File: config.mk
export PLATFORM = sky130hd
export DESIGN_NAME = mssr_top
export DESIGN_NICKNAME = d
export VERILOG_FILES = /design/src/hdl/mssr_pkg.sv /design/src/hdl/mssr_sel_if.sv /design/src/hdl/mssr_select.sv /design/src/hdl/mssr_top.sv
export SDC_FILE = /design/constraint.sdc
export NUM_CORES = 1
export LEC_CHECK = 0
export ABC_AREA = 0
export ABC_CLOCK_PERIOD_IN_PS = 2400
export BUFFER_PORTS_ARGS = -buffer_cell sky130_fd_sc_hd__buf_4
export CORE_MARGIN = 2
export CORE_UTILIZATION = 54
export CTS_CLUSTER_SIZE = 8
export DETAILED_ROUTE_END_ITERATION = 12
export HOLD_SLACK_MARGIN = 0.03
export PLACE_DENSITY = 0.78
export SLEW_MARGIN = 15
export SYNTH_ARGS = -nofsm -noshare
export SYNTH_HDL_FRONTEND = slang
export SYNTH_SLANG_ARGS = --single-unit
File: constraint.sdc
create_clock -name core_clk_i -period 2.4 [get_ports core_clk_i]
set_clock_uncertainty 0.1 [all_clocks]
set_input_delay 0 -clock core_clk_i [delete_from_list [all_inputs] [get_ports core_clk_i]]
set_output_delay 0 -clock core_clk_i [all_outputs]
set_load 0.1 [all_outputs]
File: src/hdl/mssr_pkg.sv
// mssr_pkg: constants shared by the memory select and flash reset block
// assumes a single 40 MHz core clock; nothing here is clocked
package mssr_pkg;

  // core clock rate and the flash recovery time
  localparam int unsigned CLK_MHZ         = 40;       // core_clk_i rate in MHz
  localparam int unsigned RECOVERY_US     = 25;       // flash return-to-read time, us
  localparam int unsigned RECOVERY_CYCLES = RECOVERY_US * CLK_MHZ;
  localparam int unsigned RCNT_W          = $clog2(RECOVERY_CYCLES);

  // register offsets inside the register block space
  localparam logic [7:0] OFF_PAGE      = 8'he0;   // memory_page
  localparam logic [7:0] OFF_SPACE_MAP = 8'he2;   // space_mapping
  localparam logic [7:0] OFF_ID0       = 8'hf0;   // memory_config_id0
  localparam logic [7:0] OFF_ID1       = 8'hf1;   // memory_config_id1

  // reset values and the mapping store mask
  localparam logic [7:0] PAGE_RESET      = 8'h00;
  localparam logic [7:0] SPACE_MAP_INIT  = 8'h0c;   // default start-up mapping
  localparam logic [7:0] SPACE_MAP_MASK  = 8'h9f;   // bits 6 and 5 are not stored

  // space_mapping field positions
  localparam int unsigned VM_SRAM_FETCH = 0;
  localparam int unsigned VM_BOOT_FETCH = 1;
  localparam int unsigned VM_MAIN_FETCH = 2;
  localparam int unsigned VM_BOOT_READ  = 3;
  localparam int unsigned VM_MAIN_READ  = 4;
  localparam int unsigned VM_PORT_IO    = 7;

  // flash reset instruction data byte
  localparam logic [7:0] RESET_CMD = 8'hf0;

  // flash engine activity codes
  localparam logic [1:0] OP_NONE    = 2'h0;
  localparam logic [1:0] OP_PROGRAM = 2'h1;
  localparam logic [1:0] OP_BULK    = 2'h2;
  localparam logic [1:0] OP_SECTOR  = 2'h3;

  // pin synchroniser bundle: {addr,data,rd_n,wr_n,program_fetch_strobe_n,io,sram,main,boot,rst_n}
  localparam int unsigned    SYNC_W    = 42;
  localparam logic [41:0]    SYNC_IDLE = 42'h00000038001;   // strobes and reset idle high

  // flash mode tracking
  typedef enum logic [1:0] {FL_READ, FL_BUSY, FL_RECOVER} mssr_flash_e;

endpackage : mssr_pkg

File: src/hdl/mssr_sel_if.sv
// mssr_sel_if: decoder selects, strobes and mapping in, memory enables out
// assumes every signal is already in the core clock domain
`timescale 1ns/100ps
interface mssr_sel_if;
  logic       sram_sel;    // sram_select
  logic       io_sel;      // register_block_select
  logic [3:0] boot_sel;    // boot_sector_select
  logic [7:0] main_sel;    // main_sector_select
  logic       fetch;       // program_fetch_strobe active
  logic       read;        // read strobe active
  logic       write;       // write strobe active
  logic [7:0] space_map;   // space_mapping_register
  logic       en_sram;     // resolved sram enable
  logic       en_io;       // resolved register block enable
  logic [3:0] en_boot;     // resolved boot sector enables
  logic [7:0] en_main;     // resolved main sector enables

  modport decode (input sram_sel, io_sel, boot_sel, main_sel, fetch, read, write, space_map,
                  output en_sram, en_io, en_boot, en_main);
  modport owner  (output sram_sel, io_sel, boot_sel, main_sel, fetch, read, write, space_map,
                  input en_sram, en_io, en_boot, en_main);
endinterface : mssr_sel_if

File: src/hdl/mssr_select.sv
// mssr_select: priority resolution of overlapping memory selects
// assumes selects and strobes arrive synchronised; purely combinational
`timescale 1ns/100ps
module mssr_select
  import mssr_pkg::*;
(
  mssr_sel_if.decode sel
);

  logic sram_ok;   // strobe may reach sram
  logic boot_ok;   // strobe may reach boot flash
  logic main_ok;   // strobe may reach main flash

  // per-memory strobe gating by the space mapping bits
  always_comb begin
    sram_ok = sel.write | sel.read | (sel.fetch & sel.space_map[VM_SRAM_FETCH]);
    boot_ok = sel.write | (sel.read & sel.space_map[VM_BOOT_READ])
            | (sel.fetch & sel.space_map[VM_BOOT_FETCH]);
    main_ok = sel.write | (sel.read & sel.space_map[VM_MAIN_READ])
            | (sel.fetch & sel.space_map[VM_MAIN_FETCH]);
  end

  // sram or registers first, then boot flash, then main flash
  always_comb begin
    sel.en_sram = 1'b0;
    sel.en_io   = 1'b0;
    sel.en_boot = 4'h0;
    sel.en_main = 8'h0;
    if (sel.sram_sel) begin
      sel.en_sram = sram_ok;
    end else if (sel.io_sel) begin
      sel.en_io = sel.read | sel.write;
    end else if (|sel.boot_sel) begin
      sel.en_boot = boot_ok ? sel.boot_sel : 4'h0;
    end else begin
      sel.en_main = main_ok ? sel.main_sel : 8'h0;
    end
  end

endmodule : mssr_select

File: src/hdl/mssr_top.sv
// mssr_top: memory select, mapping registers and flash reset handling
// assumes asynchronous mcu pins and decoder selects; flash engine on core_clk_i
// What this block does
// - reset command is one write, unlock optional
// - reset returns read mode, 25 us on error
// - reset ignored during program or bulk erase
// - reset aborts sector erase, 25 us recovery
// - reset pin aborts, read mode within 25 us
// - sram enabled only while its select high
// - boot sector wins over main sector
// - sram or registers win over flash
// - mapping bits gate strobe per memory
// - bit 7 port io, bits 6-5 unused
// - mapping loads initial value, rewritable live
// - eight bit page register at e0h
// - page bits feed the address decoder
// - id0 holds sram and flash size codes
// - id1 holds zeros, boot type, boot size
`timescale 1ns/100ps
module mssr_top
  import mssr_pkg::*;
#(
  parameter logic [7:0] SPACE_MAP_START = SPACE_MAP_INIT,  // start-up mapping value
  parameter logic [3:0] SRAM_SIZE_CODE  = 4'h3,            // sram size code
  parameter logic [3:0] MAIN_SIZE_CODE  = 4'h5,            // main flash size code
  parameter logic [1:0] BOOT_TYPE_CODE  = 2'h0,            // boot block type
  parameter logic [3:0] BOOT_SIZE_CODE  = 4'h2             // boot block size code
) (
  input  wire logic        core_clk_i,               // core clock
  input  wire logic        reset_i,                  // synchronous reset
  input  wire logic [15:0] addr_i,                   // mcu address pins
  input  wire logic [7:0]  data_i,                   // mcu data pins, low byte
  input  wire logic        rd_n_i,                   // mcu read strobe
  input  wire logic        wr_n_i,                   // mcu write strobe
  input  wire logic        program_fetch_strobe_n_i, // mcu code fetch strobe
  input  wire logic        register_block_select_i,  // decoder register select
  input  wire logic        sram_select_i,            // decoder sram select
  input  wire logic [7:0]  main_sector_select_i,     // decoder main sector selects
  input  wire logic [3:0]  boot_sector_select_i,     // decoder boot sector selects
  input  wire logic        reset_pin_n_i,            // external reset pin
  input  wire logic [1:0]  flash_op_i,               // flash engine activity
  input  wire logic        error_status_bit_i,       // flash engine error flag
  output logic [7:0]       data_o,                   // register read data
  output logic             data_oe_o,                // data pins driven
  output logic             sram_enable_o,            // sram enable
  output logic [3:0]       boot_enable_o,            // boot sector enables
  output logic [7:0]       main_enable_o,            // main sector enables
  output logic [7:0]       page_bits_o,              // page register to decoder
  output logic             port_io_enable_o,         // port io mode
  output logic             flash_read_mode_o,        // flash is in read mode
  output logic             flash_abort_o             // abort pulse to flash engine
);

  mssr_sel_if sel ();                        // select resolver carrier

  logic [SYNC_W-1:0] sync_a;                 // first synchroniser stage
  logic [SYNC_W-1:0] sync_b;                 // second synchroniser stage
  logic [15:0]       s_addr;                 // synchronised address
  logic [7:0]        s_data;                 // synchronised data
  logic              s_rst_n;                // synchronised reset pin
  logic              wr_prev;                // write strobe last cycle
  logic              rst_prev_n;             // reset pin last cycle
  logic              wr_start;               // write strobe just asserted
  logic              pin_pulse;              // reset pin just asserted
  logic              rst_cmd;                // flash reset instruction seen
  logic [7:0]        memory_page;            // page register
  logic [7:0]        space_mapping;          // space mapping register
  logic [7:0]        memory_config_id0;      // id register 0
  logic [7:0]        memory_config_id1;      // id register 1
  logic [7:0]        next_data;              // read mux
  mssr_flash_e       state;                  // flash mode
  logic [RCNT_W-1:0] count;                  // recovery countdown
  logic              op_locked;              // program or bulk erase running

  // two flip-flops on every pin before use
  always_ff @(posedge core_clk_i) begin
    if (reset_i) begin
      sync_a <= SYNC_IDLE;
      sync_b <= SYNC_IDLE;
    end else begin
      sync_a <= {addr_i, data_i, rd_n_i, wr_n_i, program_fetch_strobe_n_i,
                 register_block_select_i, sram_select_i, main_sector_select_i,
                 boot_sector_select_i, reset_pin_n_i};
      sync_b <= sync_a;
    end
  end

  // unpack the synchronised bundle into the resolver
  assign s_addr        = sync_b[41:26];
  assign s_data        = sync_b[25:18];
  assign sel.read      = ~sync_b[17];
  assign sel.write     = ~sync_b[16];
  assign sel.fetch     = ~sync_b[15];
  assign sel.io_sel    = sync_b[14];
  assign sel.sram_sel  = sync_b[13];
  assign sel.main_sel  = sync_b[12:5];
  assign sel.boot_sel  = sync_b[4:1];
  assign s_rst_n       = sync_b[0];
  assign sel.space_map = space_mapping;

  mssr_select u_select (
    .sel (sel)
  );

  // edge detection of write strobe and reset pin
  always_ff @(posedge core_clk_i) begin
    if (reset_i) begin
      wr_prev    <= 1'b0;
      rst_prev_n <= 1'b1;
    end else begin
      wr_prev    <= sel.write;
      rst_prev_n <= s_rst_n;
    end
  end

  assign wr_start  = sel.write & ~wr_prev;
  assign pin_pulse = ~s_rst_n & rst_prev_n;
  // one write of the reset byte to flash; unlock writes before it are harmless
  assign rst_cmd   = wr_start & ((|sel.en_boot) | (|sel.en_main)) & (s_data == RESET_CMD);
  assign op_locked = (flash_op_i == OP_PROGRAM) | (flash_op_i == OP_BULK);

  // writable registers in the register block
  always_ff @(posedge core_clk_i) begin
    if (reset_i) begin
      memory_page   <= PAGE_RESET;
      space_mapping <= SPACE_MAP_START & SPACE_MAP_MASK;
    end else if (wr_start && sel.en_io) begin
      if (s_addr[7:0] == OFF_PAGE) begin
        memory_page <= s_data;
      end
      if (s_addr[7:0] == OFF_SPACE_MAP) begin
        space_mapping <= s_data & SPACE_MAP_MASK;
      end
    end
  end

  // read-only configuration registers
  assign memory_config_id0 = {SRAM_SIZE_CODE, MAIN_SIZE_CODE};
  assign memory_config_id1 = {2'h0, BOOT_TYPE_CODE, BOOT_SIZE_CODE};

  // register read mux, unmapped offsets read zero
  always_comb begin
    case (s_addr[7:0])
      OFF_PAGE:      next_data = memory_page;
      OFF_SPACE_MAP: next_data = space_mapping;
      OFF_ID0:       next_data = memory_config_id0;
      OFF_ID1:       next_data = memory_config_id1;
      default:       next_data = 8'h00;
    endcase
  end

  // registered outputs toward bus and memories
  always_ff @(posedge core_clk_i) begin
    if (reset_i) begin
      data_o           <= 8'h00;
      data_oe_o        <= 1'b0;
      sram_enable_o    <= 1'b0;
      boot_enable_o    <= 4'h0;
      main_enable_o    <= 8'h0;
      page_bits_o      <= PAGE_RESET;
      port_io_enable_o <= 1'b0;
    end else begin
      data_o           <= next_data;
      data_oe_o        <= sel.en_io & sel.read;
      sram_enable_o    <= sel.en_sram;
      boot_enable_o    <= sel.en_boot;
      main_enable_o    <= sel.en_main;
      page_bits_o      <= memory_page;
      port_io_enable_o <= space_mapping[VM_PORT_IO];
    end
  end

  // flash mode: read, busy, or timed recovery after an abort
  always_ff @(posedge core_clk_i) begin
    if (reset_i) begin
      state         <= FL_READ;
      count         <= '0;
      flash_abort_o <= 1'b0;
    end else begin
      flash_abort_o <= 1'b0;
      if (pin_pulse) begin
        flash_abort_o <= 1'b1;
        if (state == FL_BUSY || flash_op_i != OP_NONE) begin
          state <= FL_RECOVER;
          count <= RCNT_W'(RECOVERY_CYCLES - 1);
        end else begin
          state <= FL_READ;
        end
      end else if (rst_cmd && !op_locked) begin
        if (flash_op_i == OP_SECTOR || error_status_bit_i) begin
          flash_abort_o <= 1'b1;
          state         <= FL_RECOVER;
          count         <= RCNT_W'(RECOVERY_CYCLES - 1);
        end else begin
          state <= FL_READ;
        end
      end else begin
        case (state)
          FL_READ:    if (flash_op_i != OP_NONE) state <= FL_BUSY;
          FL_BUSY:    if (flash_op_i == OP_NONE) state <= FL_READ;
          FL_RECOVER: begin
            if (count == '0) begin
              state <= FL_READ;
            end else begin
              count <= count - 1'b1;
            end
          end
          default:    state <= FL_READ;
        endcase
      end
    end
  end

  // read mode flag from its own flip-flop
  always_ff @(posedge core_clk_i) begin
    if (reset_i) begin
      flash_read_mode_o <= 1'b1;
    end else begin
      flash_read_mode_o <= (state == FL_READ);
    end
  end
endmodule : mssr_top

==> metrics.md, run 1 <==
| Metric | Value |
|---|---|
| Ports | 80 |
| Final total power | 0.00494 W |
| R2R cell count | 7 |
| Number of synthesized flops with an enable pin | 0 |
| Setup Buffers After CTS | 0 |
| Final WL | 9180 um |
| Family with the most delay on the worst path | compound AO/OA/AOI/OAI gates |
| TritonCTS buffer count | 17 |
| ANT nets after route | 0 |
| Largest net degree at the start of global routing | 66 |
| Pins Over Slew Limit | 0 |
| Fin nets | 597 |
| Placed insts | 572 |
| Worst path slowest cell | a2111oi_1 |
| Area after DPL | 4990 um^2 |
| CP cell instances | inv_1, ha_1, or3b_4, nor3_4, a21boi_2, a2111oi_1, a211oi_1 |
| DR vias | 3332 |
| Port buffer count | 71 |
| Worst stage delay on the critical path | 460 ps |
| Antenna cells | 0 |
| Non-Filler Instances | 661 |
| Cells after Synth | 411 |
| Worst rel slew slack | 57.4% |
| Final Setup Violations | 0 |
| Worst hold-check path type | primary input to flop |
| Setup CP Type | flop to flop |
| First-pass DRT Iterations | 4 |
| Sequential Power Share | 45.7% |
| CTS root buf | clkbuf_8 |
| Clk pwr share | 46.8% |
| Worst vdd ir | 0.000473 V |
| Vias per cell | 5.04 |
| Netlist cell types | 53 |
| Drc violations | 0 |
| CTS tree | done |
| # rows | 32 |
| Status | finished, final reports clean |
| Psw | 0.00112 W |
| Bufs and invs on worst path | 1 |
| Sw Ratio | 22.7% |
| WHS Path Cells | 5 |
| Mapped cell area | 4350 um^2 |
| CP max FO | 11 |
| Die Ht | 93.7 um |
| Worst Hold Slack | 75.1 ps |
| GR Overflow Total | 0 |
| Tightest Pin Transition | 639 ps |
| Layout cells sized above 1 | 22.5% |
| Clock sink count | 129 |
| Final Instance Area | 6120 um^2 |
| Internal power | 0.00382 W |
| HPWL Detailed | 5230 um |
| Post-Syn Nets | 461 |
| Crit path depth | 7 |
| RSZ-0062 raised after global routing | false |
| CP endpoint kind | flop |
| Power density over the cells | 807 nW/um^2 |
| Global-route wire length before repair | 14800 um |
| Tmin final | 2170 ps |
| Antenna violations before repair | 0 |
| Post-synth ARST share | 0% |
| FMAX | 461 MHz |
| Fillers | 512 |
| Combinational fraction of design power | 7.5% |
| Per-cell routed wire length | 13.9 um |
| Iter 0 DRT Violations | 153 |
| Worst endpoint required time | 2660 ps |
| Worst Setup Start Kind | flop |
| Final hold violation count | 0 |
| DIE AREA | 8790 um^2 |
| Static Leak | 2.54 nW |
| CTS Buffer Depth | 2 |
| Starting Density | 56.0% |
| Post-synthesis area per instance | 10.6 um^2 |
| #FFs+latches synth | 129 |
| Final Cycle Share | 90.5% |
| Core area | 7770 um^2 |
| Vias in the first global route | 3163 |
| Die Width | 93.7 um |
| Max_cap viols | 0 |
| RePlAce Congestion | 0.828 |
| Clk slew on worst S/H paths | 60 ps |
| Worst path arrival time | 2430 ps |
| Post-synthesis sequential area ratio | 59.4% |
| Clk Latency, worst-skew pair | 510 ps |
| Warnings from Yosys | 0 |
| Layout area overhead | 40.7% |
| Gr usage total | 22.1% |
| TNS Setup | 0 ps |
| Maximum level of the CTS H-tree | 4 |
| Most used DFF post-synth | dfxtp_1 |
-- registers in the layout, indices dropped and copies added, names as in the netlist --
signal             count
wr_prev                1
state                  2
memory_page            8
boot_enable_o          4
flash_abort_o          1
count                 10
sync_a                34
sync_b                34
sel.space_map          6
flash_read_mode_o      1
data_oe_o              1
data_o                 8
rst_prev_n             1
sram_enable_o          1
port_io_enable_o       1
page_bits_o            8
main_enable_o          8
-- layout by cell type (no fill, tap or decap), types with 3 or more instances in the layout --
master,instances
nand3_1,6
inv_1,12
nor2_1,31
and2_1,15
nor2b_1,72
dfxtp_1,129
a41o_1,4
nor4_1,5
dlygate4sd3_1,58
o21ai_0,3
nand4_1,5
a21oi_1,12
nand2b_1,6
nand2_1,8
or2_2,10
nor4b_1,3
clkbuf_16,16
inv_6,3
nor3_1,12
mux2i_1,13
ha_1,3
clkinv_4,3
buf_4,75
a211oi_1,3
and3_1,3
-- path summary, 6_finish.rpt --
check	startpoint	slack, ps	endpoint
setup / recovery	count[0]	230	count[0]
hold / removal	flash_op_i[0]	80	count[9]
setup reg to reg	count[0]	230	count[0]
hold reg to reg	sync_a[0]	310	sync_b[0]
-- power by group through the flow --
stage	logic, W	registers (W)	clock network [W]
2_1_floorplan	0.000174	0.00231	0
3_3_place_gp	0.000280	0.00230	0
3_5_place_dp	0.000287	0.00230	0
4_1_cts	0.000367	0.00226	0.00234
5_1_grt	0.000406	0.00226	0.00246
6_report	0.000372	0.00226	0.00231
-- cells by family (layout without fill, tap and decap cells) --
kind of cell / Yosys count / count (layout) / share of synthesized area (%)
AND/OR/NAND/NOR: 192 / 192 / 26.4
AO/OA/AOI/OAI: 44 / 44 / 7.48
adder cells (fa/ha/maj): 3 / 3 / 0.863
flip-flops: 129 / 129 / 59.4
multiplexers: 14 / 14 / 3.25
buffers and inverters: 29 / 177 / 2.59
-- through the flow --
| stage | utilization (%) | setup slack [ps] |
|---|---|---|
| after floorplan | - | 483 |
| after global placement | 64.3 | 333 |
| after detailed placement | 64.3 | 216 |
| after CTS | 78.7 | 194 |
| after global routing | 78.8 | 11.2 |
| final | 78.8 | 229 |
-- worst reg2reg max path, cell delays in order, from the launching register on --
cell and delay [ps]:
dfxtp_1 350, inv_1 70, ha_1 180, or3b_4 410, nor3_4 180, a21boi_2 180, a2111oi_1 460, a211oi_1 90
-- layer usage --
metal	wire, um	track usage (%)	vias up
li1	-	-	1666
met1	3990	27.0	1549
met2	4590	36.1	105
met3	491	7.22	12
met4	110	8.45	0
met5	0	0	-
-- synthesized netlist by cell type (2+ instances only) --
master	n	area, um^2
nor2b_1	72	450
and4b_1	2	20.0
or2_2	10	62.6
a31oi_1	2	12.5
mux2i_1	13	130
inv_1	12	45.0
a211oi_1	3	22.5
a21o_1	2	15.0
nor4_1	5	31.3
nor2_1	31	116
o21ai_0	3	15.0
nand4_1	5	31.3
a21oi_1	12	60.1
a41o_1	4	40.0
clkbuf_1	13	48.8
nor3_1	12	60.1
nor4_2	2	25.0
and4_1	2	17.5
nand3_1	6	30.0
buf_2	3	15.0
nor3b_1	2	15.0
and3_1	3	18.8
a311oi_1	2	17.5
nand2b_1	6	37.5
nor3_4	2	32.5
dfxtp_1	129	2580
ha_1	3	37.5
nand2_1	8	30.0
o211ai_1	2	15.0
and2_1	15	93.8
nor4b_1	3	26.3
-- what timing repair did --
item	in CTS	in global routing
resized for setup	0	1
endpoints found under the setup margin	0	1
hold buffers	58	0
endpoints found under the hold margin	64	0
-- layout make-up --
class	count	area, um^2	share of cell area, %
clock inverter	11	108	1.76
sequential	129	2580	42.2
inverter	12	45.0	0.736
timing repair buffer	134	1160	19.0
multi-input combinational	253	1660	27.1
clock buffer	20	435	7.12
tap	102	128	2.09
No activity file was read; power rests on OpenSTA's default activity.
==> run 2: changes to the inputs <==
Settings changed: BUFFER_PORTS_ARGS -buffer_cell sky130_fd_sc_hd__buf_4 to -buffer_cell sky130_fd_sc_hd__buf_2, MAX_ROUTING_LAYER set to met4, RECOVER_POWER set to 50.
==> run 2 against run 1 <==
Against the previous run:
- worst hold slack better by 45 ps
- via count is 1.2% lower
- register-to-register slack worse by 60 ps
- sequential share of layout area is 1.8 points higher
- largest cell class unchanged
- first-iteration DRC count is 9.2% lower
- combinational power is 9.9% lower
- final area is 4.2% lower
==> metrics.md, run 2 (same netlist as run 1, synthesis figures left out) <==
| Metric | Value |
|---|---|
| Status | finished, final reports clean |
| Iter 0 DRT Violations | 139 |
| DR vias | 3291 |
| Leading cell type in the layout, fill and taps excluded | dfxtp_1 |
| Port buffer count | 71 |
| Clk Latency, worst-skew pair | 500 ps |
| Max_cap viols | 0 |
| HPWL Detailed | 5290 um |
| Starting Density | 56.0% |
| Worst path arrival time | 2520 ps |
| Core area | 7770 um^2 |
| Worst rel slew slack | 13.9% |
| Global-route wire length before repair | 14400 um |
| Setup CP Type | flop to flop |
| Worst Setup Start Kind | flop |
| R2r setup slk | 160 ps |
| Non-Filler Instances | 655 |
| Post-layout util | 75.5% |
| ANT nets after route | 0 |
| RePlAce Congestion | 0.842 |
| RSZ-0062 raised after global routing | false |
| Worst endpoint required time | 2680 ps |
| Critical R2R Launch | count[0] |
| DIE AREA | 8790 um^2 |
| FMAX | 447 MHz |
| Placed insts | 573 |
| Clock sink count | 129 |
| Worst hold-check path type | primary input to flop |
| Vias in the first global route | 3221 |
| Power density over the cells | 869 nW/um^2 |
| First-pass DRT Iterations | 4 |
| Layout cells sized above 1 | 17.0% |
| WHS Path Cells | 3 |
| Die Width | 93.7 um |
| CP cell instances | inv_1, ha_1, or3b_4, nor3_4, a21boi_2, a2111o_1, o32ai_1 |
| Cts repair resizes | 0 |
| Regs by FF count | sync_a: 34 flops, sync_b: 34 flops, count: 10 flops |
| Die Ht | 93.7 um |
| CTS root buf | clkbuf_8 |
| Commonest cells after routing, fill and taps aside | dfxtp_1 (129), nor2b_1 (72), dlygate4sd3_1 (51) |
| Worst vdd ir | 0.000485 V |
| Tmin final | 2240 ps |
| CTS tree | done |
| Largest net degree at the start of global routing | 69 |
| Gr usage total | 21.8% |
| Fin nets | 591 |
| R2R cell count | 7 |
| Final hold violation count | 0 |
| Worst stage delay on the critical path | 470 ps |
| Worst slack, placed | 225 ps |
| Final Cycle Share | 93.2% |
| CP endpoint kind | flop |
| Static Leak | 2.34 nW |
| TritonCTS buffer count | 17 |
| Vias per cell | 5.02 |
| # rows | 32 |
| Pins Over Slew Limit | 0 |
| Worst path slowest cell | a2111o_1 |
| Hold Path Origin | wr_n_i |
| CTS Buffer Depth | 2 |
| Antenna cells | 0 |
| Final Worst Setup Slack | 164 ps |
| Final Setup Violations | 0 |
| Clk slew on worst S/H paths | 60 ps |
| Antenna violations before repair | 0 |
| Final WL | 8980 um |
| Maximum level of the CTS H-tree | 4 |
| Hold Path End | sync_a[16] |
| Per-cell routed wire length | 13.7 um |
| Reg-to-reg endpoint | count[3] |
| CP max FO | 9 |
| GR Overflow Total | 0 |
| TNS Setup | 0 ps |
| Drc violations | 0 |
| Tightest Pin Transition | 1290 ps |
| Ports | 80 |
| Layout area overhead | 34.8% |
-- run 2: cell types whose count changed in the layout (fill, tap and decap cells not counted), sizes merged --
cell,change
buf,-35
bufinv,+2
clkbuf,+35
clkinv,+1
dlygate4sd3,-7
inv,-2
-- run 2: per-stage QoR --
| step | area (um^2) | hold slack, ps | total power (W) |
|---|---|---|---|
| floorplan | 4350 | -21.1 | 0.00248 |
| global placement | 4810 | 86.1 | 0.00256 |
| detailed placement | 4810 | 87.0 | 0.00257 |
| CTS | 5910 | 87.6 | 0.00514 |
| global route | 5860 | 108 | 0.00528 |
| finish | 5860 | 121 | 0.00509 |
-- run 2: layout make-up --
type | count | area [um^2]
multi-input combinational | 253 | 1650
inverter | 12 | 45.0
sequential | 129 | 2580
clock buffer | 19 | 432
fill | 523 | 1900
clock inverter | 12 | 159
tap | 102 | 128
timing repair buffer | 128 | 863
-- run 2: where the power goes --
group | internal [W] | total, W | switching [W] | leakage (nW)
logic | 0.000176 | 0.000335 | 0.000159 | 0.997
clock network | 0.00161 | 0.00250 | 0.000896 | 0.284
registers | 0.00221 | 0.00226 | 0.0000449 | 1.06
-- run 2: how the worst max path moves through the flow --
stage,to,startpoint,slack (ps),depth (start not counted)
finish,count[3],count[0],160,7
detailed placement,count[0],count[0],220,7
CTS,count[3],count[0],200,7
global route,count[0],count[0],40,7
floorplan,count[3],count[0],480,7
global placement,count[3],count[0],340,7
-- run 2: critical path: cells and delay by family (launching register included) --
| kind | cells | cell delay (ps) |
|---|---|---|
| and+or+nand+nor | 2 | 590 |
| buffers and inverters | 1 | 80 |
| AOI/OAI and AO/OA | 3 | 780 |
| DFF | 1 | 350 |
| adders and majority gates | 1 | 210 |
-- run 2: layer usage --
layer  wire length (um)  global-route usage, %  share of wire, %
met1               4050                   25.8                45
met3                440                   6.10               4.9
met5                  0                      -                 0
met2               4350                   34.9                48
met4                129                   9.18               1.4
-- run 2: timing repair --
item                                   4_1_cts  5_1_grt
buffers inserted                             0        0
hold buffers                                51        0
endpoints found under the hold margin       79        0
==> run 3: changes to the inputs <==
Settings changed: CORE_UTILIZATION 54 to 57, CTS_BUF_LIST set to sky130_fd_sc_hd__clkbuf_8, PLACE_DENSITY 0.78 to 0.81.
==> run 3 against run 2 <==
Against the previous run:
- clock power is 9.6% lower
- via count increased by 1.5%
- combinational power increased by 4%
- sequential share of layout area about the same
- worst hold slack worse by 79 ps
- clock-buffer cell count is 1 higher
- worst setup slack better by 9.7 ps
- critical endpoint is now count[0]
- largest cell class unchanged
- largest power group unchanged
- highest routed layer unchanged
==> metrics.md, run 3 (same netlist as run 1, synthesis figures left out) <==
| Metric | Value |
|---|---|
| Internal power | 0.00383 W |
| Hold Path End | state[0] |
| CP cell instances | inv_1, ha_1, or3b_4, nor3_4, a21boi_4, a2111oi_0, a211oi_1 |
| Sw Ratio | 21.3% |
| Max_cap viols | 0 |
| CTS Buffer Depth | 2 |
| Clk Latency, worst-skew pair | 430 ps |
| Psw | 0.00104 W |
| Starting Density | 59.3% |
| Per-cell routed wire length | 14.0 um |
| Crit path depth | 7 |
| Clock sink count | 129 |
| Static Leak | 2.36 nW |
| Worst Setup Start Kind | flop |
| HPWL Detailed | 5090 um |
| Setup Buffers After CTS | 0 |
| Tightest Pin Transition | 1200 ps |
| Die Width | 91.4 um |
| Vias in the first global route | 3180 |
| Vias per cell | 5.05 |
| Antenna cells | 0 |
| Worst rel slew slack | 20.0% |
| Layout area overhead | 34.9% |
| DIE AREA | 8340 um^2 |
| Final Setup Violations | 0 |
| Ports | 80 |
| TritonCTS buffer count | 17 |
| Worst slack, placed | 197 ps |
| GR Overflow Total | 0 |
| Clk slew on worst S/H paths | 70 ps |
| CTS root buf | clkbuf_8 |
| # rows | 31 |
| Gr usage total | 23.6% |
| Sequential Power Share | 46.3% |
| Status | finished, final reports clean |
| Fin nets | 599 |
| TNS Setup | 0 ps |
| First-pass DRT Iterations | 5 |
| Final hold violation count | 0 |
| Antenna violations before repair | 0 |
| Commonest cells after routing, fill and taps aside | dfxtp_1 (129), nor2b_1 (72), dlygate4sd3_1 (61) |
| Non-Filler Instances | 661 |
| Hold Path Origin | flash_op_i[1] |
| Reg-to-reg endpoint | count[0] |
| Global-route wire length before repair | 14900 um |
| Worst stage delay on the critical path | 480 ps |
| Worst path arrival time | 2420 ps |
| Largest net degree at the start of global routing | 63 |
| Iter 0 DRT Violations | 142 |
| R2r setup slk | 170 ps |
| Regs by FF count | sync_a: 34 flops, sync_b: 34 flops, count: 10 flops |
| Worst path slowest cell | a2111oi_0 |
| Tmin final | 2230 ps |
| Core area | 7330 um^2 |
| Worst vdd ir | 0.000512 V |
| ANT nets after route | 0 |
| Family with the most delay on the worst path | compound AO/OA/AOI/OAI gates |
| CP max FO | 15 |
| Combinational fraction of design power | 7.2% |
| FMAX | 449 MHz |
| DR vias | 3339 |
| Setup CP Type | flop to flop |
| RePlAce Congestion | 0.775 |
| Final WL | 9230 um |
| Setup crit start | count[0] |
| Final Cycle Share | 92.7% |
| R2R cell count | 7 |
| Critical R2R Launch | count[0] |
| RSZ-0062 raised after global routing | false |
| Maximum level of the CTS H-tree | 4 |
| Worst hold-check path type | primary input to flop |
| Final Worst Setup Slack | 174 ps |
| CTS tree | done |
| Layout cells sized above 1 | 16.9% |
| Power density over the cells | 829 nW/um^2 |
| Final total power | 0.00486 W |
| Placed insts | 568 |
| Die Ht | 91.4 um |
| Pins Over Slew Limit | 0 |
| Drc violations | 0 |
| WHS Path Cells | 5 |
| Leading cell type in the layout, fill and taps excluded | dfxtp_1 |
| Clk pwr share | 46.5% |
| CP endpoint kind | flop |
| Worst endpoint required time | 2600 ps |
| Port buffer count | 71 |
| Bufs and invs on worst path | 1 |
==> run 3: cell count changes in the layout (fill, tap and decap cells not counted), moves of 3 or more <==
cell and delta:
clkbuf_8 +18, clkbuf_16 -16, dlygate4sd3_1 +10, and2_0 -4, and2_1 +4, bufinv_16 +3
==> run 3: power by group through the flow <==
stage	sequential [W]	clock, W	combinational [W]
2_1_floorplan	0.00231	0	0.000174
3_3_place_gp	0.00230	0	0.000256
3_5_place_dp	0.00230	0	0.000262
4_1_cts	0.00225	0.00227	0.000341
5_1_grt	0.00226	0.00239	0.000382
6_report	0.00225	0.00226	0.000350
==> run 3: layout make-up <==
| cell class | instances | area [um^2] |
|---|---|---|
| Clock buffer | 20 | 275 |
| Clock inverter | 12 | 228 |
| Fill cell | 467 | 1460 |
| Inverter | 12 | 45.0 |
| Multi-Input combinational cell | 253 | 1660 |
| Sequential cell | 129 | 2580 |
| Tap cell | 99 | 124 |
| Timing Repair Buffer | 136 | 952 |
==> run 3: through the flow <==
| step | util [%] | hold slack (ps) | instance area [um^2] |
|---|---|---|---|
| after detailed placement | 65.4 | 85.3 | 4790 |
| after global routing | 80.0 | 64.9 | 5870 |
| after floorplan | - | -21.1 | 4350 |
| after CTS | 80.6 | 34.1 | 5910 |
| final | 80.0 | 41.8 | 5870 |
| after global placement | 65.4 | 86.0 | 4790 |
==> run 3: worst max-delay path by stage <==
stage / endpoint / slack, ps
after floorplan: count[3] / 480
after global placement: count[3] / 300
after detailed placement: count[0] / 200
after CTS: count[0] / 170
after global routing: main_enable_o[0] / 30
final: count[0] / 170
==> run 3: timing repair <==
action,CTS,global route
endpoints found under the setup margin,0,1
hold buffers,61,0
gates resized for setup,0,1
hold endpoints to repair,65,0
==> run 3: layer usage <==
metal  vias up  track usage [%]  routed length (um)
li1       1675                -                   -
met1      1533             27.3                3960
met2       116             39.6                4670
met3        15             5.64                 431
met4         0             9.60                 163
met5         -                -                   0
==> run 3: worst reg2reg max path, cell delays in order (launching register included) <==
cell,delay (ps)
dfxtp_1,350
inv_1,70
ha_1,190
or3b_4,420
nor3_4,200
a21boi_4,160
a2111oi_0,480
a211oi_1,110
